`src/pkg/fpfmt_pkg.sv`:
```
package fpfmt_pkg;
   // Word and field geometry
   localparam int WORD_W = 24;
   localparam int FIX_SIGN = 23;
   localparam int FP_W = 48;
   localparam int FP_SIGN = 47;
   localparam int EXP_MSB = 46;
   localparam int EXP_LSB = 36;
   localparam int EXP_W = 11;
   localparam int COEF_W = 36;
   localparam int COEF_MSB = 35;
   localparam int TEXP_W = 10;
   localparam int EXT_W = 48;
   localparam int CHAIN_W = 85;
   localparam int ADDR_W = 18;
   localparam int CNT_W = 6;
   // Exponent bias values
   localparam logic [EXP_W-1:0] BIAS_POS = 11'h400;
   localparam logic [EXP_W-1:0] BIAS_NEG = 11'h3FF;
   // Alignment limits, address step and count constants
   localparam logic [CNT_W-1:0] MAX_SHIFT = 6'h3F;
   localparam logic [EXP_W-1:0] MAX_SHIFT_X = 11'h03F;
   localparam logic [EXP_W-1:0] LARGER_LIMIT = 11'h024;
   localparam logic [ADDR_W-1:0] ADDR_STEP = 18'h0_0001;
   localparam logic [CNT_W-1:0] CNT_ONE = 6'h01;
   localparam logic [CNT_W-1:0] CNT_ZERO = 6'h00;
   localparam logic [TEXP_W-1:0] TEXP_ZERO = 10'h000;

   typedef enum logic [2:0] {
      ST_IDLE,
      ST_IND,
      ST_RD_HI,
      ST_RD_LO,
      ST_SETUP,
      ST_SHIFT,
      ST_DONE
   } seq_e;
endpackage : fpfmt_pkg

```
`src/rtl/exp_bias_encode.sv`:
```
`timescale 1ns/10ps
module exp_bias_encode (
   // True exponent, sign and magnitude
   input  wire logic                           neg_i,
   input  wire logic [fpfmt_pkg::TEXP_W-1:0]   mag_i,
   // Biased exponent
   output logic      [fpfmt_pkg::EXP_W-1:0]    bexp_o
);
   logic [fpfmt_pkg::EXP_W-1:0] mag_x;

   assign mag_x = {1'b0, mag_i};

   always_comb begin
      if (neg_i && (mag_i != fpfmt_pkg::TEXP_ZERO)) begin
         bexp_o = fpfmt_pkg::BIAS_NEG - mag_x;
      end else begin
         bexp_o = fpfmt_pkg::BIAS_POS + mag_x;
      end
   end
endmodule : exp_bias_encode

```
`src/rtl/ones_comp_compare.sv`:
```
`timescale 1ns/10ps
module ones_comp_compare (
   // Operands, one's complement
   input  wire logic [fpfmt_pkg::FP_W-1:0] a_i,
   input  wire logic [fpfmt_pkg::FP_W-1:0] b_i,
   // Result
   output logic                            gt_o,
   output logic                            eq_o
);
   logic [fpfmt_pkg::FP_W-1:0] a_z;
   logic [fpfmt_pkg::FP_W-1:0] b_z;

   assign a_z = (&a_i) ? '0 : a_i;
   assign b_z = (&b_i) ? '0 : b_i;

   // plain signed compare
   // One's complement order matches two's complement once minus zero folds
   assign gt_o = $signed(a_z) > $signed(b_z);
   assign eq_o = (a_z == b_z);
endmodule : ones_comp_compare

```
`src/rtl/float_operand_format_align.sv`:
```
`timescale 1ns/10ps
module float_operand_format_align (
   // Clock and reset
   input  wire logic                              clk_i,
   input  wire logic                              srst_i,
   // Fixed-point operand decode
   input  wire logic [fpfmt_pkg::WORD_W-1:0]      fix_word_i,
   output logic                                   fix_sign_o,
   output logic      [fpfmt_pkg::FIX_SIGN-1:0]    fix_mag_o,
   output logic      [fpfmt_pkg::WORD_W-1:0]      fix_value_o,
   // Trap decision
   input  wire logic                              mul48_i,
   input  wire logic                              div48_i,
   input  wire logic                              arith_opt_i,
   output logic                                   trap_o,
   // Exponent encode
   input  wire logic                              texp_neg_i,
   input  wire logic [fpfmt_pkg::TEXP_W-1:0]      texp_mag_i,
   output logic      [fpfmt_pkg::EXP_W-1:0]       bexp_o,
   // Combined accumulator pair and its decode
   input  wire logic [fpfmt_pkg::FP_W-1:0]        aq_i,
   output logic                                   fp_sign_o,
   output logic      [fpfmt_pkg::EXP_W-1:0]       fp_bexp_o,
   output logic      [fpfmt_pkg::COEF_W-1:0]      fp_coef_o,
   output logic                                   fp_norm_o,
   output logic                                   fp_texp_neg_o,
   output logic      [fpfmt_pkg::TEXP_W-1:0]      fp_texp_mag_o,
   // Compare against pair
   input  wire logic [fpfmt_pkg::FP_W-1:0]        cmp_b_i,
   output logic                                   cmp_gt_o,
   output logic                                   cmp_eq_o,
   // Equalize request
   input  wire logic                              fp_start_i,
   input  wire logic                              fp_sub_i,
   input  wire logic [fpfmt_pkg::ADDR_W-1:0]      exec_addr_i,
   input  wire logic [fpfmt_pkg::ADDR_W-1:0]      index_i,
   input  wire logic                              index_en_i,
   input  wire logic                              indirect_i,
   // Storage read port
   output logic                                   mem_rd_o,
   output logic      [fpfmt_pkg::ADDR_W-1:0]      mem_addr_o,
   input  wire logic                              mem_ack_i,
   input  wire logic [fpfmt_pkg::WORD_W-1:0]      mem_rdata_i,
   // Equalize result
   output logic                                   busy_o,
   output logic                                   done_o,
   output logic      [fpfmt_pkg::FP_W-1:0]        opnd_o,
   output logic      [fpfmt_pkg::EXP_W-1:0]       eq_exp_o,
   output logic      [fpfmt_pkg::COEF_W:0]        aligned_coef_o,
   output logic      [fpfmt_pkg::EXT_W-1:0]       aligned_ext_o,
   output logic      [fpfmt_pkg::COEF_W:0]        other_coef_o,
   output logic                                   shifted_aq_o,
   output logic                                   larger_only_o,
   output logic      [fpfmt_pkg::CNT_W-1:0]       shift_cnt_o
);
   localparam int W = fpfmt_pkg::WORD_W;
   localparam int AW = fpfmt_pkg::ADDR_W;
   localparam int EW = fpfmt_pkg::EXP_W;
   localparam int CW = fpfmt_pkg::COEF_W;
   localparam int XW = fpfmt_pkg::EXT_W;
   localparam int HW = fpfmt_pkg::CHAIN_W;

   fpfmt_pkg::seq_e state_r;
   fpfmt_pkg::seq_e state_nxt;

   logic [AW-1:0] addr_r;
   logic [W-1:0] hi_r;
   logic [W-1:0] lo_r;
   logic [fpfmt_pkg::FP_W-1:0] aq_r;
   logic sub_r;
   logic [HW-1:0] chain_r;
   logic [HW-1:0] chain_nxt;
   logic [CW:0] other_r;
   logic [EW-1:0] eq_exp_r;
   logic [fpfmt_pkg::CNT_W-1:0] cnt_r;
   logic [fpfmt_pkg::CNT_W-1:0] target_r;
   logic shifted_aq_r;
   logic larger_only_r;

   logic [fpfmt_pkg::FP_W-1:0] opnd_w;
   logic [EW-1:0] exp_aq;
   logic [EW-1:0] exp_m;
   logic [CW:0] coef_aq;
   logic [CW:0] coef_m;
   logic aq_smaller;
   logic [EW-1:0] diff;
   logic [HW-1:0] init_chain;
   logic [HW-1:0] step_chain;
   logic last_step;
   logic [EW-1:0] bexp_w;
   logic cmp_gt_w;
   logic cmp_eq_w;

   // One's complement add with end-around carry
   function automatic logic [AW-1:0] oc_add(
      input logic [AW-1:0] a,
      input logic [AW-1:0] b
   );
      logic [AW:0] s;
      s = {1'b0, a} + {1'b0, b};
      oc_add = s[AW-1:0] + {{(AW-1){1'b0}}, s[AW]};
   endfunction : oc_add

   // True biased exponent of a float word
   function automatic logic [EW-1:0] exp_of(
      input logic [fpfmt_pkg::FP_W-1:0] w
   );
      logic [EW-1:0] e;
      e = w[fpfmt_pkg::EXP_MSB:fpfmt_pkg::EXP_LSB];
      exp_of = w[fpfmt_pkg::FP_SIGN] ? ~e : e;
   endfunction : exp_of

   // Fixed-point decode
   // sign and coefficient split
   always_ff @(posedge clk_i) begin
      if (srst_i) begin
         fix_sign_o <= 1'b0;
         fix_mag_o  <= '0;
      end else begin
         fix_sign_o <= fix_word_i[fpfmt_pkg::FIX_SIGN];
         fix_mag_o  <= fix_word_i[fpfmt_pkg::FIX_SIGN] ?
                       ~fix_word_i[fpfmt_pkg::FIX_SIGN-1:0] :
                       fix_word_i[fpfmt_pkg::FIX_SIGN-1:0];
      end
   end

   always_ff @(posedge clk_i) begin
      if (srst_i) begin
         fix_value_o <= '0;
      end else begin
         fix_value_o <= (&fix_word_i) ? '0 : fix_word_i;
      end
   end

   always_ff @(posedge clk_i) begin
      if (srst_i) begin
         trap_o <= 1'b0;
      end else begin
         trap_o <= (mul48_i || div48_i) && !arith_opt_i;
      end
   end

   exp_bias_encode u_enc (
      .neg_i  (texp_neg_i),
      .mag_i  (texp_mag_i),
      .bexp_o (bexp_w)
   );

   always_ff @(posedge clk_i) begin
      if (srst_i) begin
         bexp_o <= '0;
      end else begin
         bexp_o <= bexp_w;
      end
   end

   // Float decode of the pair
   // pair read as one word
   always_ff @(posedge clk_i) begin
      if (srst_i) begin
         fp_sign_o <= 1'b0;
         fp_bexp_o <= '0;
         fp_coef_o <= '0;
      end else begin
         fp_sign_o <= aq_i[fpfmt_pkg::FP_SIGN];
         fp_bexp_o <= exp_of(aq_i);
         fp_coef_o <= aq_i[fpfmt_pkg::FP_SIGN] ?
                      ~aq_i[CW-1:0] : aq_i[CW-1:0];
      end
   end

   // normalized when top fraction bit set
   always_ff @(posedge clk_i) begin
      if (srst_i) begin
         fp_norm_o <= 1'b0;
      end else begin
         fp_norm_o <= aq_i[fpfmt_pkg::COEF_MSB] ^
                      aq_i[fpfmt_pkg::FP_SIGN];
      end
   end

   // biased field back to true value
   // field 2000 reads as plus zero
   always_ff @(posedge clk_i) begin
      if (srst_i) begin
         fp_texp_neg_o <= 1'b0;
         fp_texp_mag_o <= '0;
      end else if (exp_of(aq_i) >= fpfmt_pkg::BIAS_POS) begin
         fp_texp_neg_o <= 1'b0;
         fp_texp_mag_o <=
            fpfmt_pkg::TEXP_W'(exp_of(aq_i) - fpfmt_pkg::BIAS_POS);
      end else begin
         fp_texp_neg_o <= 1'b1;
         fp_texp_mag_o <=
            fpfmt_pkg::TEXP_W'(fpfmt_pkg::BIAS_NEG - exp_of(aq_i));
      end
   end

   ones_comp_compare u_cmp (
      .a_i  (aq_i),
      .b_i  (cmp_b_i),
      .gt_o (cmp_gt_w),
      .eq_o (cmp_eq_w)
   );

   always_ff @(posedge clk_i) begin
      if (srst_i) begin
         cmp_gt_o <= 1'b0;
         cmp_eq_o <= 1'b0;
      end else begin
         cmp_gt_o <= cmp_gt_w;
         cmp_eq_o <= cmp_eq_w;
      end
   end

   // Operand fetch and alignment sequencer
   assign opnd_w = {hi_r, lo_r};
   assign exp_aq = exp_of(aq_r);
   assign exp_m = exp_of(opnd_w);
   assign coef_aq = {aq_r[fpfmt_pkg::FP_SIGN], aq_r[CW-1:0]};
   assign coef_m = sub_r ?
                   ~{opnd_w[fpfmt_pkg::FP_SIGN], opnd_w[CW-1:0]} :
                   {opnd_w[fpfmt_pkg::FP_SIGN], opnd_w[CW-1:0]};
   assign aq_smaller = exp_aq < exp_m;
   assign diff = aq_smaller ? (exp_m - exp_aq) : (exp_aq - exp_m);
   // Extension starts as sign fill, so the chain stays one's complement
   assign init_chain = aq_smaller ? {coef_aq, {XW{coef_aq[CW]}}} :
                                    {coef_m, {XW{coef_m[CW]}}};
   assign step_chain = {chain_r[HW-1], chain_r[HW-1:1]};
   assign last_step = (state_r == fpfmt_pkg::ST_SHIFT) &&
                      ((cnt_r + fpfmt_pkg::CNT_ONE) == target_r);

   always_comb begin
      state_nxt = state_r;
      unique case (state_r)
         fpfmt_pkg::ST_IDLE: begin
            if (fp_start_i) begin
               state_nxt = indirect_i ? fpfmt_pkg::ST_IND :
                                        fpfmt_pkg::ST_RD_HI;
            end
         end
         fpfmt_pkg::ST_IND: begin
            if (mem_ack_i) begin
               state_nxt = fpfmt_pkg::ST_RD_HI;
            end
         end
         fpfmt_pkg::ST_RD_HI: begin
            if (mem_ack_i) begin
               state_nxt = fpfmt_pkg::ST_RD_LO;
            end
         end
         fpfmt_pkg::ST_RD_LO: begin
            if (mem_ack_i) begin
               state_nxt = fpfmt_pkg::ST_SETUP;
            end
         end
         fpfmt_pkg::ST_SETUP: begin
            state_nxt = (diff == '0) ? fpfmt_pkg::ST_DONE :
                                       fpfmt_pkg::ST_SHIFT;
         end
         fpfmt_pkg::ST_SHIFT: begin
            if (last_step) begin
               state_nxt = fpfmt_pkg::ST_DONE;
            end
         end
         fpfmt_pkg::ST_DONE: begin
            state_nxt = fpfmt_pkg::ST_IDLE;
         end
      endcase
   end

   always_ff @(posedge clk_i) begin
      if (srst_i) begin
         state_r <= fpfmt_pkg::ST_IDLE;
      end else begin
         state_r <= state_nxt;
      end
   end

   always_ff @(posedge clk_i) begin
      if (srst_i) begin
         addr_r <= '0;
      end else if (state_r == fpfmt_pkg::ST_IDLE && fp_start_i) begin
         addr_r <= index_en_i ? oc_add(exec_addr_i, index_i) :
                                exec_addr_i;
      end else if (state_r == fpfmt_pkg::ST_IND && mem_ack_i) begin
         addr_r <= mem_rdata_i[AW-1:0];
      end else if (state_r == fpfmt_pkg::ST_RD_HI && mem_ack_i) begin
         addr_r <= addr_r + fpfmt_pkg::ADDR_STEP;
      end
   end

   always_ff @(posedge clk_i) begin
      if (srst_i) begin
         hi_r <= '0;
         lo_r <= '0;
      end else if (mem_ack_i) begin
         if (state_r == fpfmt_pkg::ST_RD_HI) begin
            hi_r <= mem_rdata_i;
         end
         if (state_r == fpfmt_pkg::ST_RD_LO) begin
            lo_r <= mem_rdata_i;
         end
      end
   end

   // Pair is sampled at start; caller may change it mid-sequence
   always_ff @(posedge clk_i) begin
      if (srst_i) begin
         aq_r  <= '0;
         sub_r <= 1'b0;
      end else if (state_r == fpfmt_pkg::ST_IDLE && fp_start_i) begin
         aq_r  <= aq_i;
         sub_r <= fp_sub_i;
      end
   end

   always_ff @(posedge clk_i) begin
      if (srst_i) begin
         target_r      <= fpfmt_pkg::CNT_ZERO;
         larger_only_r <= 1'b0;
         shifted_aq_r  <= 1'b0;
         eq_exp_r      <= '0;
         other_r       <= '0;
      end else if (state_r == fpfmt_pkg::ST_SETUP) begin
         target_r      <= (diff > fpfmt_pkg::MAX_SHIFT_X) ?
                          fpfmt_pkg::MAX_SHIFT :
                          diff[fpfmt_pkg::CNT_W-1:0];
         larger_only_r <= diff > fpfmt_pkg::LARGER_LIMIT;
         shifted_aq_r  <= aq_smaller;
         eq_exp_r      <= aq_smaller ? exp_m : exp_aq;
         other_r       <= aq_smaller ? coef_m : coef_aq;
      end
   end

   always_ff @(posedge clk_i) begin
      if (srst_i) begin
         cnt_r <= fpfmt_pkg::CNT_ZERO;
      end else if (state_r == fpfmt_pkg::ST_SETUP) begin
         cnt_r <= fpfmt_pkg::CNT_ZERO;
      end else if (state_r == fpfmt_pkg::ST_SHIFT) begin
         cnt_r <= cnt_r + fpfmt_pkg::CNT_ONE;
      end
   end

   always_comb begin
      chain_nxt = chain_r;
      if (state_r == fpfmt_pkg::ST_SETUP) begin
         chain_nxt = init_chain;
      end else if (state_r == fpfmt_pkg::ST_SHIFT) begin
         chain_nxt = step_chain;
      end
   end

   always_ff @(posedge clk_i) begin
      if (srst_i) begin
         chain_r <= '0;
      end else if ((state_r == fpfmt_pkg::ST_SETUP && diff == '0) ||
                   last_step) begin
         chain_r <= (&chain_nxt) ? '0 : chain_nxt;
      end else begin
         chain_r <= chain_nxt;
      end
   end

   // Outputs
   assign mem_rd_o = (state_r == fpfmt_pkg::ST_IND) ||
                     (state_r == fpfmt_pkg::ST_RD_HI) ||
                     (state_r == fpfmt_pkg::ST_RD_LO);
   assign mem_addr_o = addr_r;
   assign busy_o = (state_r != fpfmt_pkg::ST_IDLE);
   assign done_o = (state_r == fpfmt_pkg::ST_DONE);
   assign opnd_o = opnd_w;
   assign eq_exp_o = eq_exp_r;
   assign aligned_coef_o = chain_r[HW-1:XW];
   assign aligned_ext_o = chain_r[XW-1:0];
   assign other_coef_o = other_r;
   assign shifted_aq_o = shifted_aq_r;
   assign larger_only_o = larger_only_r;
   assign shift_cnt_o = cnt_r;
endmodule : float_operand_format_align

```
`config.mk`:
```
export PLATFORM = sky130hd
export DESIGN_NAME = float_operand_format_align
export DESIGN_NICKNAME = d
export VERILOG_FILES = /design/src/pkg/fpfmt_pkg.sv /design/src/rtl/exp_bias_encode.sv /design/src/rtl/ones_comp_compare.sv /design/src/rtl/float_operand_format_align.sv
export SDC_FILE = /design/constraint.sdc
export NUM_CORES = 1
export LEC_CHECK = 0
export ABC_CLOCK_PERIOD_IN_PS = 9300
export BUFFER_PORTS_ARGS = -buffer_cell sky130_fd_sc_hd__buf_2
export CORE_MARGIN = 4
export CORE_UTILIZATION = 35
export DETAILED_ROUTE_END_ITERATION = 12
export PLACE_DENSITY_LB_ADDON = 0.15
export SYNTH_ARGS = -nofsm -noshare
export SYNTH_HDL_FRONTEND = slang
export SYNTH_SLANG_ARGS = --single-unit
```
`constraint.sdc`:
```
create_clock -name clk_i -period 9.3 [get_ports clk_i]
set_input_delay 1.86 -clock clk_i [delete_from_list [all_inputs] [get_ports clk_i]]
set_output_delay 1.86 -clock clk_i [all_outputs]
set_load 0.05 [all_outputs]
```
==> flow_summary_export.csv, run 1 <==
group,metric,value,unit
logic_synthesis,synth_seq_cells,386,
detailed_routing,drt_wl_total,86600,um
critical_path,cp_slowest_stage_delay,0.89,ns
critical_path,r2r_slack,3.47,ns
global_routing,use_met2,44.3,%
floorplanning,core-area,58000,sq um
cts,insertion_delay,0.59,ns
flow_run,cap_violations,0,
logic_synthesis,synth_warnings,0,
placement,dp.cells,3749,
logic_synthesis,synth-edff-count,0,
timing,setup_viol,0,
logic_synthesis,synthesis.nets,2921,
timing,slew_headroom,21.3,%
critical_path,crit_fanout,85,
cts,cts_buffers,47,
placement,io_buffers,532,
layout,fill_cells,5973,
floorplanning,die_x,251,um
layout,final_layout_size_suffix_gt1_share,21.3,%
critical_path,arrival,6.24,ns
layout,postLayoutCoreUtil,43.7,%
critical_path,crit_slowest_cell,"dfxtp_1",
cts,ctsResizeCount,0,
logic_synthesis,syn_area,20600,sq um
timing,hold_viol,0,
detailed_routing,dr.pass1.iters,7,
logic_synthesis,ys_top_cells_by_count,"nand2_1 (440), dfxtp_1 (386), a21oi_1 (228), nor2_1 (199), xnor2_1 (168)",
cts,cts_buffer_depth,3,
logic_synthesis,syn_avg_cell_area,7.85,sq um
logic_synthesis,synth_cells,2624,
placement,dp_slack,3.02,ns
floorplanning,ios,533,
run_status,status,"complete, no violations",
detailed_routing,vias,21100,
logic_synthesis,synth_largest_area_cell,"dfxtp_1",
power_and_ir_drop,total_power,5550,uW
logic_synthesis,yosysSeqAreaShare,37.5,%
logic_synthesis,synth_xor_area_share,8.80,%
cts,clock_sinks,386,
floorplanning,initial_utilization,35.5,%
cts,root_buffer,"clkbuf_16",
placement,gp_congestion,0.921,
timing,slew_viol_final,0,
cts,path_clk_slew,0.06,ns
global_routing,grt_max_degree,173,
cts,cts_tree,"yes",
global_routing,overflow,0,
timing,period_share,62.7,%
logic_synthesis,synth_flop_cell,"dfxtp_1",
logic_synthesis,synth_area_leaders,"dfxtp_1 (37%), nand2_1 (8.0%), xnor2_1 (7.1%)",
timing,post-route-min-period,5.83,ns
critical_path,path_cells,"xnor2_1 -> inv_1 -> ha_1 -> a21o_1 -> or2_1 -> o21a_4 -> nor2_4 -> buf_4 -> a21oi_1 -> xor2_1 -> nor4_4 -> a32oi_1 -> nor4_4 -> buf_4 -> nor4_1",
global_routing,gr-usage-met3,6.62,%
layout,final_cells,3834,
timing,worst_pin_slew,1.17,ns
timing,rsz0062_at_grt,"false",
logic_synthesis,synth_top_family_by_area,"simple AND/OR/NAND/NOR gates",
cts,cts_setup_buffers,0,
logic_synthesis,synthMuxAreaShare,1.04,%
power_and_ir_drop,p_per_area,219,nW/um^2
hold_path,hp-class,"register to register",
critical_path,path_class,"register to register",
logic_synthesis,yosys.area.top_type_share,37.5,%
layout,syn_to_final_growth,22.9,%
logic_synthesis,synth_compound_area_share,17.1,%
global_routing,first_global_vias,20200,
detailed_routing,wire_per_inst,22.6,um
detailed_routing,postRouteAntennaNets,0,
floorplanning,num_rows,88,
logic_synthesis,synth_fa_ha_area_share,5.94,%
timing,finClkSkew,0.0156,ns
timing,timing.fmax,172,MHz
floorplanning,die_area,62800,sq um
global_routing,use_met1,32.5,%
global_routing,grt-busiest-layer,"met2",
detailed_routing,drtIter0Drc,1673,
logic_synthesis,synthSimpleGateAreaFrac,25.1,%
placement,post-dp-hpwl,65100,um
power_and_ir_drop,irDropWorstVdd,0.000136,V
layout,nets,3330,
detailed_routing,drc,0,
global_routing,antenna_found_initial,7,
critical_path,critPathCaptureType,"register",
logic_synthesis,synth.most_common_cell,"nand2_1",
timing,worst_slack,3.47,ns
global_routing,grt_pass1_wl,128000,um
floorplanning,die_h,251,um
global_routing,gr-usage-all-layers,26.0,%
cts,cts-hold-fix-buffers,0,
logic_synthesis,synthArstFlopShare,0,%
cts,htreeDepth,2,
timing,final.setup.tns,0,ns
critical_path,crit_required,9.71,ns
critical_path,start_kind,"register",
logic_synthesis,synth_cell_types,72,
power_and_ir_drop,leakage,0.0107,uW
detailed_routing,avgViaCountPerCell,5.51,
through the flow:
step | cell area (sq um) | hold WS, ns
3_5_place_dp | 23700 | 0.443
3_3_place_gp | 23700 | 0.437
5_1_grt | 25300 | 0.472
4_1_cts | 25300 | 0.450
2_1_floorplan | 20600 | 0.446
6_report | 25300 | 0.448
final cells by class:
cell class | instances | area, sq um | area share, %
inverter | 35 | 131 | 0.519
multi-input combinational | 2006 | 12000 | 47.3
tap | 765 | 957 | 3.78
sequential | 386 | 7730 | 30.5
timing repair buffer | 557 | 2870 | 11.3
clock inverter | 18 | 279 | 1.10
clock buffer | 66 | 1380 | 5.45
antenna | 1 | 2.50 | 0.00988
worst max-delay path: cells and delay by family, from the launching register on:
kind	cells	cell delay, ns
compound gates	4	0.92
xor+xnor	2	0.45
fa+ha+maj	1	0.43
flops	1	0.89
simple gates	5	1.32
buf+inv	3	1.46
layer usage:
metal	up-vias	share of wire (%)	wire length [um]
li1	9993	-	-
met1	10100	40	35000
met2	848	48	41400
met3	131	8.6	7410
met4	8	3.0	2620
met5	-	0.068	59
path summary, 6_finish.rpt:
check	startpoint	depth (start not counted)	end
worst max-delay path	aq_r[47]	15	chain_r[73]
worst min-delay path	other_coef_o[22]	2	other_coef_o[22]
worst max register to register	aq_r[47]	15	chain_r[73]
worst min register to register	other_coef_o[22]	2	other_coef_o[22]
cell families (layout without fill, tap and decap cells):
kind of cell | Yosys count | after routing
flops | 386 | 386
mux | 21 | 21
compound gates | 588 | 588
buf+inv | 232 | 676
fa+ha+maj | 96 | 96
xor+xnor | 207 | 207
other cells | 0 | 1
simple gates | 1094 | 1094
report_power, final:
group          internal (uW)  switching [uW]
logic                    517            1210
registers               1750            96.0
clock network           1230             754
total                   3500            2060
registers in the layout (all words and copies together) (netlist names), 3 cells and up:
signal,count
aq_r,48
bexp_o,11
chain_r,85
eq_exp_o,11
fix_mag_o,23
fix_value_o,24
fp_bexp_o,11
fp_coef_o,36
fp_texp_mag_o,10
hi_r,24
lo_r,24
mem_addr_o,18
other_coef_o,37
shift_cnt_o,6
state_r,3
target_r,6
placed cells by master, fill, tap and decap left out, types with 25 or more instances in the layout:
cell,count
ha_1,93
nand2_1,438
nor4_1,75
a21oi_1,227
nor2_1,198
nand4_1,67
buf_2,531
clkbuf_16,49
or3_1,61
a211oi_1,25
nor3_1,57
inv_1,35
xor2_1,39
o211ai_1,66
dfxtp_1,384
nand3_1,48
and2_1,77
xnor2_1,168
o21ai_0,152
Note: power is estimated with default switching activity, not from simulation.
==> run 2: changes to the inputs <==
--- a/config.mk
+++ b/config.mk
@@ -5,7 +5,7 @@
 export SDC_FILE = /design/constraint.sdc
 export NUM_CORES = 1
 export LEC_CHECK = 0
-export ABC_CLOCK_PERIOD_IN_PS = 9300
+export ABC_CLOCK_PERIOD_IN_PS = 4800
 export BUFFER_PORTS_ARGS = -buffer_cell sky130_fd_sc_hd__buf_2
 export CORE_MARGIN = 4
 export CORE_UTILIZATION = 35
==> constraint.sdc (replaced) <==
create_clock -name clk_i -period 4.8 [get_ports clk_i]
set_input_delay 0.96 -clock clk_i [delete_from_list [all_inputs] [get_ports clk_i]]
set_output_delay 0.96 -clock clk_i [all_outputs]
set_load 0.05 [all_outputs]
==> run 2 against run 1 <==
Fmax is 32% higher. Sequential cell count unchanged. Critical path depth unchanged. Largest power group unchanged.
==> flow_summary_export.csv, run 2 (synthesis results as in run 1) <==
group,metric,value,unit
run_status,status,"complete, no violations",
timing,worst_pin_slew,1.31,ns
placement,dp.cells,3799,
power_and_ir_drop,total_power,10700,uW
power_and_ir_drop,power_frac_clock,34.4,%
power_and_ir_drop,irDropWorstVdd,0.000268,V
critical_path,crit_fanout,67,
detailed_routing,vias,21200,
power_and_ir_drop,swShare,37.8,%
floorplanning,core-area,58000,sq um
global_routing,use_met2,43.0,%
critical_path,critPathCaptureType,"register",
cts,cts_tree,"yes",
floorplanning,die_h,251,um
power_and_ir_drop,leakage,0.0109,uW
layout,nets,3380,
critical_path,start_kind,"register",
layout,mostFrequentLayoutCells,"buf_2 (531), nand2_1 (438), dfxtp_1 (382)",
cts,insertion_delay,0.59,ns
cts,clock_sinks,386,
layout,final_cells,3889,
timing,hold_viol,0,
critical_path,crit_required,5.22,ns
detailed_routing,postRouteAntennaNets,0,
global_routing,overflow,0,
timing,timing.fmax,226,MHz
cts,cts_buffer_depth,3,
global_routing,gr-usage-all-layers,26.3,%
cts,root_buffer,"clkbuf_16",
floorplanning,num_rows,88,
layout,syn_to_final_growth,24.5,%
detailed_routing,drt_wl_total,87100,um
placement,place_area,24100,sq um
timing,worst_slack,0.371,ns
global_routing,gr-usage-met3,6.83,%
critical_path,path_class,"register to register",
cts,path_clk_slew,0.06,ns
power_and_ir_drop,switchingPower,4040,uW
power_and_ir_drop,p_int,6660,uW
detailed_routing,dr.pass1.iters,6,
power_and_ir_drop,p_per_area,417,nW/um^2
global_routing,grt-busiest-layer,"met2",
cts,htreeDepth,2,
timing,period_share,92.3,%
global_routing,use_met1,33.2,%
floorplanning,ios,533,
layout,final_layout_size_suffix_gt1_share,22.6,%
layout,final_common_cell,"buf_2",
timing,slew_viol_final,0,
placement,io_buffers,532,
placement,dp_slack,-0.00757,ns
flow_run,cap_violations,0,
global_routing,first_global_vias,20600,
timing,rsz0062_at_grt,"false",
floorplanning,initial_utilization,35.5,%
global_routing,grt_max_degree,159,
floorplanning,die_x,251,um
placement,post-dp-hpwl,66800,um
hold_path,hp-class,"register to register",
detailed_routing,avgViaCountPerCell,5.44,
detailed_routing,drc,0,
power_and_ir_drop,p_seq_share,33.5,%
power_and_ir_drop,combPwrFrac,32.1,%
critical_path,worstRegToRegCells,15,
layout,fill_cells,5963,
placement,gp_congestion,0.949,
detailed_routing,drtIter0Drc,1641,
floorplanning,die_area,62800,sq um
timing,slew_headroom,12.9,%
critical_path,arrival,4.85,ns
timing,post-route-min-period,4.43,ns
timing,setup_viol,0,
timing,finClkSkew,0.0203,ns
global_routing,grt_pass1_wl,130000,um
layout,final_area,25700,sq um
hold_path,holdPathStages,2,
cts,cts_buffers,47,
global_routing,antenna_found_initial,7,
detailed_routing,wire_per_inst,22.4,um
layout,largest-register,"chain_r",
layout,largest_register_ffs,85,
==> run 2: cell types whose count changed in the layout (fill, tap and decap cells not counted), moves of 3 or more <==
cell        before  now
clkbuf_1         8   11
inv_6            0    4
clkbuf_8         9    4
buf_4           24   72
clkinvlp_4       1    4
diode_2          1    4
==> run 2: repair_timing <==
action | 4_1_cts | 5_1_grt
hold buffers | 0 | 0
setup endpoints to repair | 0 | 77
setup buffers | 0 | 0
endpoints found under the hold margin | 0 | 0
gates resized for setup | 0 | 2
==> run 2: power groups by stage <==
stage,registers [uW],logic [uW],clock network (uW)
6_report,3580,3430,3680
5_1_grt,3600,3740,3890
4_1_cts,3580,3410,3760
3_5_place_dp,3650,3400,0
3_3_place_gp,3640,3380,0
2_1_floorplan,4080,1910,0
==> run 2: stage by stage <==
stage | util (%) | hold slack, ns | setup TNS, ns
2_1_floorplan | - | 0.446 | 0
3_3_place_gp | 41.5 | 0.437 | -0.0361
3_5_place_dp | 41.5 | 0.441 | -0.00757
4_1_cts | 44.2 | 0.449 | 0
5_1_grt | 44.2 | 0.465 | 0
6_report | 44.2 | 0.447 | 0
==> run 2: path summary, 6_finish.rpt <==
kind,start,endpoint,slack [ns]
worst min register to register,other_coef_o[10],other_coef_o[10],0.45
worst min-delay path,other_coef_o[10],other_coef_o[10],0.45
worst max-delay path,aq_r[47],chain_r[12],0.37
worst max register to register,aq_r[47],chain_r[12],0.37
==> run 2: layer usage <==
metal | share of wire (%) | up-vias
met5 | 0.055 | -
met2 | 46 | 877
li1 | - | 10100
met1 | 40 | 9979
met3 | 9.0 | 185
met4 | 4.2 | 8
==> run 2: critical path: stages, from the launching register on <==
cell      delay, ns
dfxtp_2        0.41
xnor2_1        0.45
inv_1          0.10
ha_1           0.47
nand2_1        0.12
a21oi_1        0.41
o21ai_2        0.16
nand2_2        0.23
buf_12         0.26
o21ai_0        0.14
a22o_1         0.26
nor3_1         0.21
nand4b_1       0.18
nor4_4         0.39
buf_12         0.35
nor4_1         0.10
==> run 2: cell type report <==
class	instances	area (sq um)	area share [%]
Antenna cell	4	10.0	0.0390
Clock buffer	62	1270	4.96
Inverter	35	131	0.512
Multi-Input combinational cell	2006	12000	46.7
Clock inverter	24	299	1.17
Sequential cell	386	7730	30.1
Timing Repair Buffer	607	3270	12.8
Tap cell	765	957	3.73
